**src/apci_map.vh**
```
/*
 * register map and constants for the alarm, pattern and loop code interrupt block.
 * assumes a 32-bit axi4-lite bus with word aligned registers.
 */
`ifndef APCI_MAP_VH
`define APCI_MAP_VH
`define APCI_OFF_STATUS 4'h0
`define APCI_OFF_EDGE_SEL 4'h4
`define APCI_OFF_LIVE 4'h8
`define APCI_OFF_ENABLE 4'hc
`define APCI_BIT_SYS_AIS 7
`define APCI_BIT_LINE_AIS 6
`define APCI_BIT_PAT 5
`define APCI_BIT_ACT 1
`define APCI_BIT_DEACT 0
`define APCI_SEL_AIS 6
`define APCI_SEL_PAT 5
`define APCI_SEL_IB 0
`define APCI_FLAG_MASK 8'he3
`define APCI_SEL_MASK 8'h61
`define APCI_RST_STATUS 8'h00
`define APCI_RST_EDGE_SEL 8'h00
`define APCI_RST_ENABLE 8'he3
`define APCI_RESP_OKAY 2'b00
`define APCI_RESP_SLVERR 2'b10
`endif
```
**src/apci_int_status.v**
```verilog
/*
 * sticky interrupt status for alarm indication, pattern sync and loop code events,
 * with an axi4-lite slave for the registers and one level interrupt output.
 * assumes live status inputs come from other clock domains or pins.
 *
 * register map, one 32-bit word each, data in bits 7:0, upper bits read zero:
 *   0x0 sticky flags: read the flags, write one to clear a flag
 *   0x4 edge select: bit 6 alarm pair, bit 5 pattern sync, bit 0 loop codes
 *   0x8 live status: read only, the synchronised live inputs
 *   0xc interrupt enable: same layout as the flags, all enabled after reset
 *
 * flag layout:
 *   bit 7 system side alarm indication
 *   bit 6 line side alarm indication
 *   bit 5 pattern synchronisation
 *   bits 4 to 2 reserved, always zero
 *   bit 1 loop code activate
 *   bit 0 loop code deactivate
 *
 * edge selection:
 *   select bit 0: a flag sets on a low to high change of its live bit
 *   select bit 1: a flag sets on any change of its live bit
 *   the alarm pair shares one select bit, so do the two loop codes
 *
 * event timing:
 *   live inputs pass two flip-flops before any logic reads them
 *   a third stage holds the previous value for edge finding
 *   a live change shows in the flag two edges after it is sampled
 *   irq is registered from the next flag value, so it rises with the flag
 *   a live input already high at reset release gives one rising event
 *
 * clear and set:
 *   a clear takes effect at the edge where the write is applied
 *   an event in that same cycle wins, so no event is ever lost
 *   software that clears a flag should read it back if it needs certainty
 *
 * bus behaviour:
 *   write address and write data are taken in either order
 *   the write is applied at the edge where the second half is taken
 *   the response follows one cycle later and stands until bready
 *   address and data readies stay low while a response is pending
 *   reads answer one cycle after the address is taken
 *   read data and response stand until rready
 *   unmapped addresses answer slverr; writes to them change nothing
 *   a write with byte lane 0 disabled changes nothing
 *
 * hazards and limits:
 *   the live inputs must stay stable for at least one clock to be seen
 *   pulses shorter than a clock may be missed by the synchroniser
 *   two live changes within one clock of each other may merge
 *   the enable register only gates irq, never the flags themselves
 *   changing an edge select bit does not create an event by itself
 *
 * reset:
 *   synchronous, active low, held for at least one edge
 *   flags, select and live copies clear; enable returns to 0xe3, every flag enabled
 *   all bus valid and ready outputs are low during reset
 *   readies rise at the first edge after release
 */
// Implementation choices: the AXI4-Lite register port and the register offsets.
`timescale 1ns/10ps
`include "apci_map.vh"
module apci_int_status (
    input wire aclk,
    input wire aresetn,
    input wire [3:0] s_axi_awaddr,
    input wire s_axi_awvalid,
    output reg s_axi_awready,
    input wire [31:0] s_axi_wdata,
    input wire [3:0] s_axi_wstrb,
    input wire s_axi_wvalid,
    output reg s_axi_wready,
    output reg [1:0] s_axi_bresp,
    output reg s_axi_bvalid,
    input wire s_axi_bready,
    input wire [3:0] s_axi_araddr,
    input wire s_axi_arvalid,
    output reg s_axi_arready,
    output reg [31:0] s_axi_rdata,
    output reg [1:0] s_axi_rresp,
    output reg s_axi_rvalid,
    input wire s_axi_rready,
    input wire system_alarm_indication_live,
    input wire line_alarm_indication_live,
    input wire pattern_sync_live,
    input wire loop_code_activate_live,
    input wire loop_code_deactivate_live,
    output reg irq
);

    reg [7:0] alarm_pattern_code_int_status;
    reg [7:0] interrupt_edge_select_reg;
    reg [7:0] int_enable;
    reg [7:0] live_meta;
    reg [7:0] live_status_reg_one;
    reg [7:0] live_prev;
    reg [3:0] wr_addr;
    reg wr_addr_held;
    reg [31:0] wr_data;
    reg [3:0] wr_strb;
    reg wr_data_held;
    wire [7:0] live_raw;
    wire [7:0] rise;
    wire [7:0] change;
    wire [7:0] any_sel;
    wire [7:0] set_ev;
    wire do_write;
    wire [3:0] w_addr;
    wire [31:0] w_data;
    wire w_lane0;
    wire [7:0] clr;
    reg [7:0] next_status;

    // decode one register read
    // reserved flag bits are masked here as well as in the flag logic
    function [31:0] read_word;
        input [3:0] addr;
        input [7:0] st;
        input [7:0] sel;
        input [7:0] live;
        input [7:0] en;
        begin
            case (addr)
                `APCI_OFF_STATUS: read_word = {24'h000000, st & `APCI_FLAG_MASK};
                `APCI_OFF_EDGE_SEL: read_word = {24'h000000, sel};
                `APCI_OFF_LIVE: read_word = {24'h000000, live};
                `APCI_OFF_ENABLE: read_word = {24'h000000, en};
                default: read_word = 32'h00000000;
            endcase
        end
    endfunction

    // true when the address is mapped
    function addr_ok;
        input [3:0] addr;
        begin
            addr_ok = (addr == `APCI_OFF_STATUS) || (addr == `APCI_OFF_EDGE_SEL) ||
                      (addr == `APCI_OFF_LIVE) || (addr == `APCI_OFF_ENABLE);
        end
    endfunction

    // live bits gathered in register layout; reserved bits stay zero
    assign live_raw = {system_alarm_indication_live, line_alarm_indication_live,
                       pattern_sync_live, 3'b000, loop_code_activate_live,
                       loop_code_deactivate_live};

    // two-stage synchroniser, then a previous-cycle copy for edge finding
    // only the second stage and later are read, never the first
    always @(posedge aclk) begin
        if (!aresetn) begin
            live_meta <= 8'h00;
            live_status_reg_one <= 8'h00;
            live_prev <= 8'h00;
        end else begin
            live_meta <= live_raw;
            live_status_reg_one <= live_meta;
            live_prev <= live_status_reg_one;
        end
    end

    // per-flag edge select: alarm pair shares one bit, loop codes share one bit
    assign any_sel[`APCI_BIT_SYS_AIS] = interrupt_edge_select_reg[`APCI_SEL_AIS];
    assign any_sel[`APCI_BIT_LINE_AIS] = interrupt_edge_select_reg[`APCI_SEL_AIS];
    assign any_sel[`APCI_BIT_PAT] = interrupt_edge_select_reg[`APCI_SEL_PAT];
    assign any_sel[4:2] = 3'b000;
    assign any_sel[`APCI_BIT_ACT] = interrupt_edge_select_reg[`APCI_SEL_IB];
    assign any_sel[`APCI_BIT_DEACT] = interrupt_edge_select_reg[`APCI_SEL_IB];

    // rising or any edge per flag
    assign rise = live_status_reg_one & ~live_prev;
    assign change = live_status_reg_one ^ live_prev;
    assign set_ev = ((any_sel & change) | (~any_sel & rise)) & `APCI_FLAG_MASK;

    // write takes effect once address and data are both held or arriving
    // no write is applied while a response still waits for bready
    assign w_addr = wr_addr_held ? wr_addr : s_axi_awaddr;
    assign w_data = wr_data_held ? wr_data : s_axi_wdata;
    assign w_lane0 = wr_data_held ? wr_strb[0] : s_axi_wstrb[0];
    assign do_write = (wr_addr_held | (s_axi_awvalid & s_axi_awready)) &
                      (wr_data_held | (s_axi_wvalid & s_axi_wready)) & ~s_axi_bvalid;
    assign clr = (do_write && w_lane0 && w_addr == `APCI_OFF_STATUS) ?
                 (w_data[7:0] & `APCI_FLAG_MASK) : 8'h00;

    // sticky flags: set wins over clear
    always @* begin
        next_status = ((alarm_pattern_code_int_status & ~clr) | set_ev) & `APCI_FLAG_MASK;
    end

    // status, control registers and interrupt output
    // irq follows the next flag value so it never lags the flags
    always @(posedge aclk) begin
        if (!aresetn) begin
            alarm_pattern_code_int_status <= `APCI_RST_STATUS;
            interrupt_edge_select_reg <= `APCI_RST_EDGE_SEL;
            int_enable <= `APCI_RST_ENABLE;
            irq <= 1'b0;
        end else begin
            alarm_pattern_code_int_status <= next_status;
            if (do_write && w_lane0 && w_addr == `APCI_OFF_EDGE_SEL) begin
                interrupt_edge_select_reg <= w_data[7:0] & `APCI_SEL_MASK;
            end
            if (do_write && w_lane0 && w_addr == `APCI_OFF_ENABLE) begin
                int_enable <= w_data[7:0] & `APCI_FLAG_MASK;
            end
            irq <= |(next_status & int_enable);
        end
    end

    // write channels: address and data accepted in either order
    // later assignments below override the default ready update
    always @(posedge aclk) begin
        if (!aresetn) begin
            s_axi_awready <= 1'b0;
            s_axi_wready <= 1'b0;
            s_axi_bvalid <= 1'b0;
            s_axi_bresp <= `APCI_RESP_OKAY;
            wr_addr_held <= 1'b0;
            wr_data_held <= 1'b0;
            wr_addr <= 4'h0;
            wr_data <= 32'h00000000;
            wr_strb <= 4'h0;
        end else begin
            s_axi_awready <= ~wr_addr_held & ~(s_axi_awvalid & s_axi_awready) & ~do_write;
            s_axi_wready <= ~wr_data_held & ~(s_axi_wvalid & s_axi_wready) & ~do_write;
            if (do_write) begin
                wr_addr_held <= 1'b0;
                wr_data_held <= 1'b0;
                s_axi_bvalid <= 1'b1;
                s_axi_bresp <= addr_ok(w_addr) ? `APCI_RESP_OKAY : `APCI_RESP_SLVERR;
                s_axi_awready <= 1'b0;
                s_axi_wready <= 1'b0;
            end else begin
                if (s_axi_awvalid && s_axi_awready) begin
                    wr_addr_held <= 1'b1;
                    wr_addr <= s_axi_awaddr;
                end
                if (s_axi_wvalid && s_axi_wready) begin
                    wr_data_held <= 1'b1;
                    wr_data <= s_axi_wdata;
                    wr_strb <= s_axi_wstrb;
                end
            end
            if (s_axi_bvalid && s_axi_bready) begin
                s_axi_bvalid <= 1'b0;
                s_axi_awready <= 1'b1;
                s_axi_wready <= 1'b1;
            end else if (s_axi_bvalid) begin
                s_axi_awready <= 1'b0;
                s_axi_wready <= 1'b0;
            end
        end
    end

    // read channel: one read at a time, answer the cycle after the address
    // arready stays low while read data waits for rready
    always @(posedge aclk) begin
        if (!aresetn) begin
            s_axi_arready <= 1'b0;
            s_axi_rvalid <= 1'b0;
            s_axi_rdata <= 32'h00000000;
            s_axi_rresp <= `APCI_RESP_OKAY;
        end else begin
            if (s_axi_arvalid && s_axi_arready) begin
                s_axi_arready <= 1'b0;
                s_axi_rvalid <= 1'b1;
                s_axi_rdata <= read_word(s_axi_araddr, alarm_pattern_code_int_status,
                                         interrupt_edge_select_reg, live_status_reg_one,
                                         int_enable);
                s_axi_rresp <= addr_ok(s_axi_araddr) ? `APCI_RESP_OKAY : `APCI_RESP_SLVERR;
            end else if (s_axi_rvalid && s_axi_rready) begin
                s_axi_rvalid <= 1'b0;
                s_axi_arready <= 1'b1;
            end else if (!s_axi_rvalid) begin
                s_axi_arready <= 1'b1;
            end
        end
    end

endmodule

```
**config.mk**
```make
export PLATFORM = sky130hd
export DESIGN_NAME = apci_int_status
export DESIGN_NICKNAME = d
export VERILOG_FILES = /design/src/apci_int_status.v
export VERILOG_INCLUDE_DIRS = /design/src
export SDC_FILE = /design/constraint.sdc
export NUM_CORES = 1
export LEC_CHECK = 0
export BUFFER_PORTS_ARGS = -buffer_cell sky130_fd_sc_hd__buf_4
export CAP_MARGIN = 20
export CORE_UTILIZATION = 44
export DETAILED_ROUTE_END_ITERATION = 6
export PLACE_DENSITY = 0.76
export SLEW_MARGIN = 20
export SYNTH_ARGS = -nofsm -noshare
export SYNTH_HDL_FRONTEND = slang
export SYNTH_SLANG_ARGS = --single-unit
```
**constraint.sdc**
```tcl
create_clock -name aclk -period 2.05 [get_ports aclk]
set_input_delay 0.3075 -clock aclk [delete_from_list [all_inputs] [get_ports aclk]]
set_output_delay 0.3075 -clock aclk [all_outputs]
set_load 0.05 [all_outputs]
```
==> impl_metrics.yaml <==
status:
  outcome: "completed"
run:
  maxCapViolCount: 0
routing:
  ant_nets: 0
  drt-initial-drc-count: 53
  wl_per_cell_um: 12.59
  drc: 0
  wl_mm: 4.546
  vias_per_cell: 4.789
  vias: 1729
  first_pass_iters: 4
yosys:
  synth_area_leader_cell: "dfxtp_1"
  synth-seq-cells: 53
  yosys.area_share.xor_xnor_pct: 0
  ys_types: 38
  avgSynthCellArea_um2: 10.14
  synthAdderAreaFrac_pct: 2.488
  synth-compound-area-share_pct: 11.64
  synth_area_leaders: "dfxtp_1 42%, mux2i_1 11%, buf_4 8.7%"
  syn_inst: 248
  muxShareOfSynthArea_pct: 15.67
  synth_area_um2: 2515
  yosysTopAreaCellShare_pct: 42.19
  synth_top_family_by_area: "simple AND/OR/NAND/NOR gates"
  postSynth.asyncResetShare_pct: 0
  synth-main-ff-cell: "dfxtp_1"
  synthSimpleGateAreaFrac_pct: 15.72
  yosysWarnings: 0
  ys_seq_area_share_pct: 42.19
  synth_edf_count: 0
cts:
  cts_buffers: 5
  htreeDepth: 2
  root_buffer: "clkbuf_8"
  cts_sinks: 53
  cts_tree: "yes"
  cts_setup_buffers: 0
  clkTransAtPathRegs_ns: 0.10
  holdBufCountCts: 0
  clockBufferDepth: 2
  clock_latency_ns: 0.31
critical_path:
  ff2ff_setup_slack_ns: 0.07
  worstPathCellList: "a21oi_2, or4_4, o31ai_4, a21boi_1, o41a_1"
  cpLargestDelayFamily: "compound AO/OA/AOI/OAI gates"
  rr_startpoint: "s_axi_awready$_SDFF_PN0_"
  reg2reg_to: "irq$_SDFF_PN0_"
  reg2reg_depth: 5
  cp_slowest_cell: "or4_4"
  endpoint_kind: "register"
  critPathMaxFanout: 6
  cp.arrival_ns: 2.18
  crit_buf_inv: 0
  slowest_delay_ns: 0.63
  crit_type: "reg2reg"
  required_ns: 2.25
  cp-start-kind: "register"
timing:
  min_period_over_period_pct: 96.62
  post-route-min-period_ns: 1.981
  clock.fmax_ghz: 0.5049
  setup_violations: 0
  slew_headroom_pct: 42.50
  report.final.slew_viol_count: 0
  clock_skew_ns: 0.004388
  hold_ws_ns: 0.2006
  hold_viol: 0
  rsz0062_at_grt: "false"
  tightest_slew_ns: 0.8587
floorplanning:
  die_h_um: 77.60
  initial_utilization_pct: 45.67
  io_pins: 98
  rows: 27
  die_area_um2: 6022
  core_um2: 5507
  die_x_um: 77.60
grt:
  top_usage_layer: "met2"
  antenna_found_initial: 0
  grtUsageMet2_pct: 27.08
  overflow: 0
  use_met3_pct: 4.471
  met1_usage_pct: 19.65
  grt_use_total_pct: 16.24
  grt_first_pass_wirelength_mm: 7.534
  grt_pass1_vias: 1625
  grt_max_degree: 53
layout:
  layout_commonest_cell: "dfxtp_1"
  final_nets: 349
  nFillCells: 516
  final_cell_mix: "48 x dfxtp_1, 45 x buf_4, 29 x conb_1, 27 x mux2i_1, 21 x nor2b_1"
  layout.cell_area.non_filler_um2: 2959
  drive_gt1_share_pct: 25.26
  syn_to_final_growth_pct: 17.66
  diodes: 0
  fin_cells: 361
placement:
  place_inst: 353
  placed_area_um2: 2784
  io_buffers: 38
  dp_hpwl_mm: 3.198
  gp_congestion: 0.7938
hold_path:
  hold_depth: 2
  whs_endpoint: "live_meta[1]$_SDFF_PN0_"
  worstHoldPathType: "in2reg"
  hold_path.startpoint: "loop_code_activate_live"
pwr:
  p_leak_nw: 1.262
  power_density_nw_per_um2: 791.2
  ir_drop_uv: 342.3
==> metal layers <==
metal / vias up / wire, µm
met5: - / 0
met4: 0 / 108
met3: 9 / 176
met2: 42 / 2185
met1: 805 / 2077
li1: 873 / -
==> worst max-delay path by stage <==
stage,startpoint,end,slack [ns],depth (start not counted)
3_5_place_dp,wr_data_held$_SDFFE_PP0P_,irq$_SDFF_PN0_,-0.009,5
2_1_floorplan,s_axi_bvalid$_SDFFE_PP0P_,irq$_SDFF_PN0_,0.02,6
5_1_grt,s_axi_awready$_SDFF_PN0_,irq$_SDFF_PN0_,0.003,5
4_1_cts,s_axi_awready$_SDFF_PN0_,irq$_SDFF_PN0_,0.06,5
6_report,s_axi_awready$_SDFF_PN0_,irq$_SDFF_PN0_,0.07,5
3_3_place_gp,wr_addr_held$_SDFFE_PP0P_,irq$_SDFF_PN0_,0.05,5
==> final cells by class <==
class	instances	area, µm²	area share, %
inverters	8	30.03	1.015
flip-flops and latches	53	1077	36.41
repair buffers	45	337.8	11.42
clock inverters	2	35.03	1.184
multi-input cells	175	1295	43.76
clock buffers	6	93.84	3.171
well taps	72	90.09	3.044
==> where the power goes <==
part	leakage, nW	internal, mW	switching, mW	total, mW
clock	0.0663	0.436	0.343	0.779
sequential	0.436	1.08	0.0351	1.11
combinational	0.759	0.156	0.294	0.451
==> through the flow <==
stage	power, mW	utilization [%]	setup slack [ns]	setup TNS [ns]
detailed placement	1.572	50.56	-0.009114	-0.009114
global placement	1.564	50.56	0.05190	0
finish	2.341	53.74	0.06929	0
CTS	2.351	53.03	0.06061	0
floorplan	1.503	-	0.01766	0
global route	2.430	53.74	0.003363	0
==> worst reg2reg max path, delay by kind of cell (launching register included) <==
family	cells	cell delay, ns
simple gates	1	0.63
compound gates	4	0.88
flops	1	0.37
==> timing repair <==
action	in CTS	in global routing
gates resized for setup	3	6
pin swaps	0	1
hold endpoints to repair	0	0
cloned	0	0
setup endpoints to repair	1	1
==> cell usage after synthesis, types with 3 or more instances <==
cell type   n
dfxtp_1    53
buf_4      29
mux2i_1    27
nor2b_1    21
and2_1     17
clkbuf_1    8
inv_1       8
nand2_1     7
nor2_1      7
o21ai_0     6
a21boi_0    5
a22oi_1     5
ha_1        5
mux2_2      5
o21a_1      5
nor3_1      4
nor3b_1     4
mux4_2      3
==> logic make-up after synthesis <==
| group | after synthesis |
|---|---|
| AO/OA/AOI/OAI | 39 |
| multiplexers | 35 |
| flip-flops | 53 |
| AND/OR/NAND/NOR | 67 |
| other | 1 |
| adder cells (fa/ha/maj) | 5 |
| buffers and inverters | 48 |
Note: power is estimated with default switching activity, not from simulation.
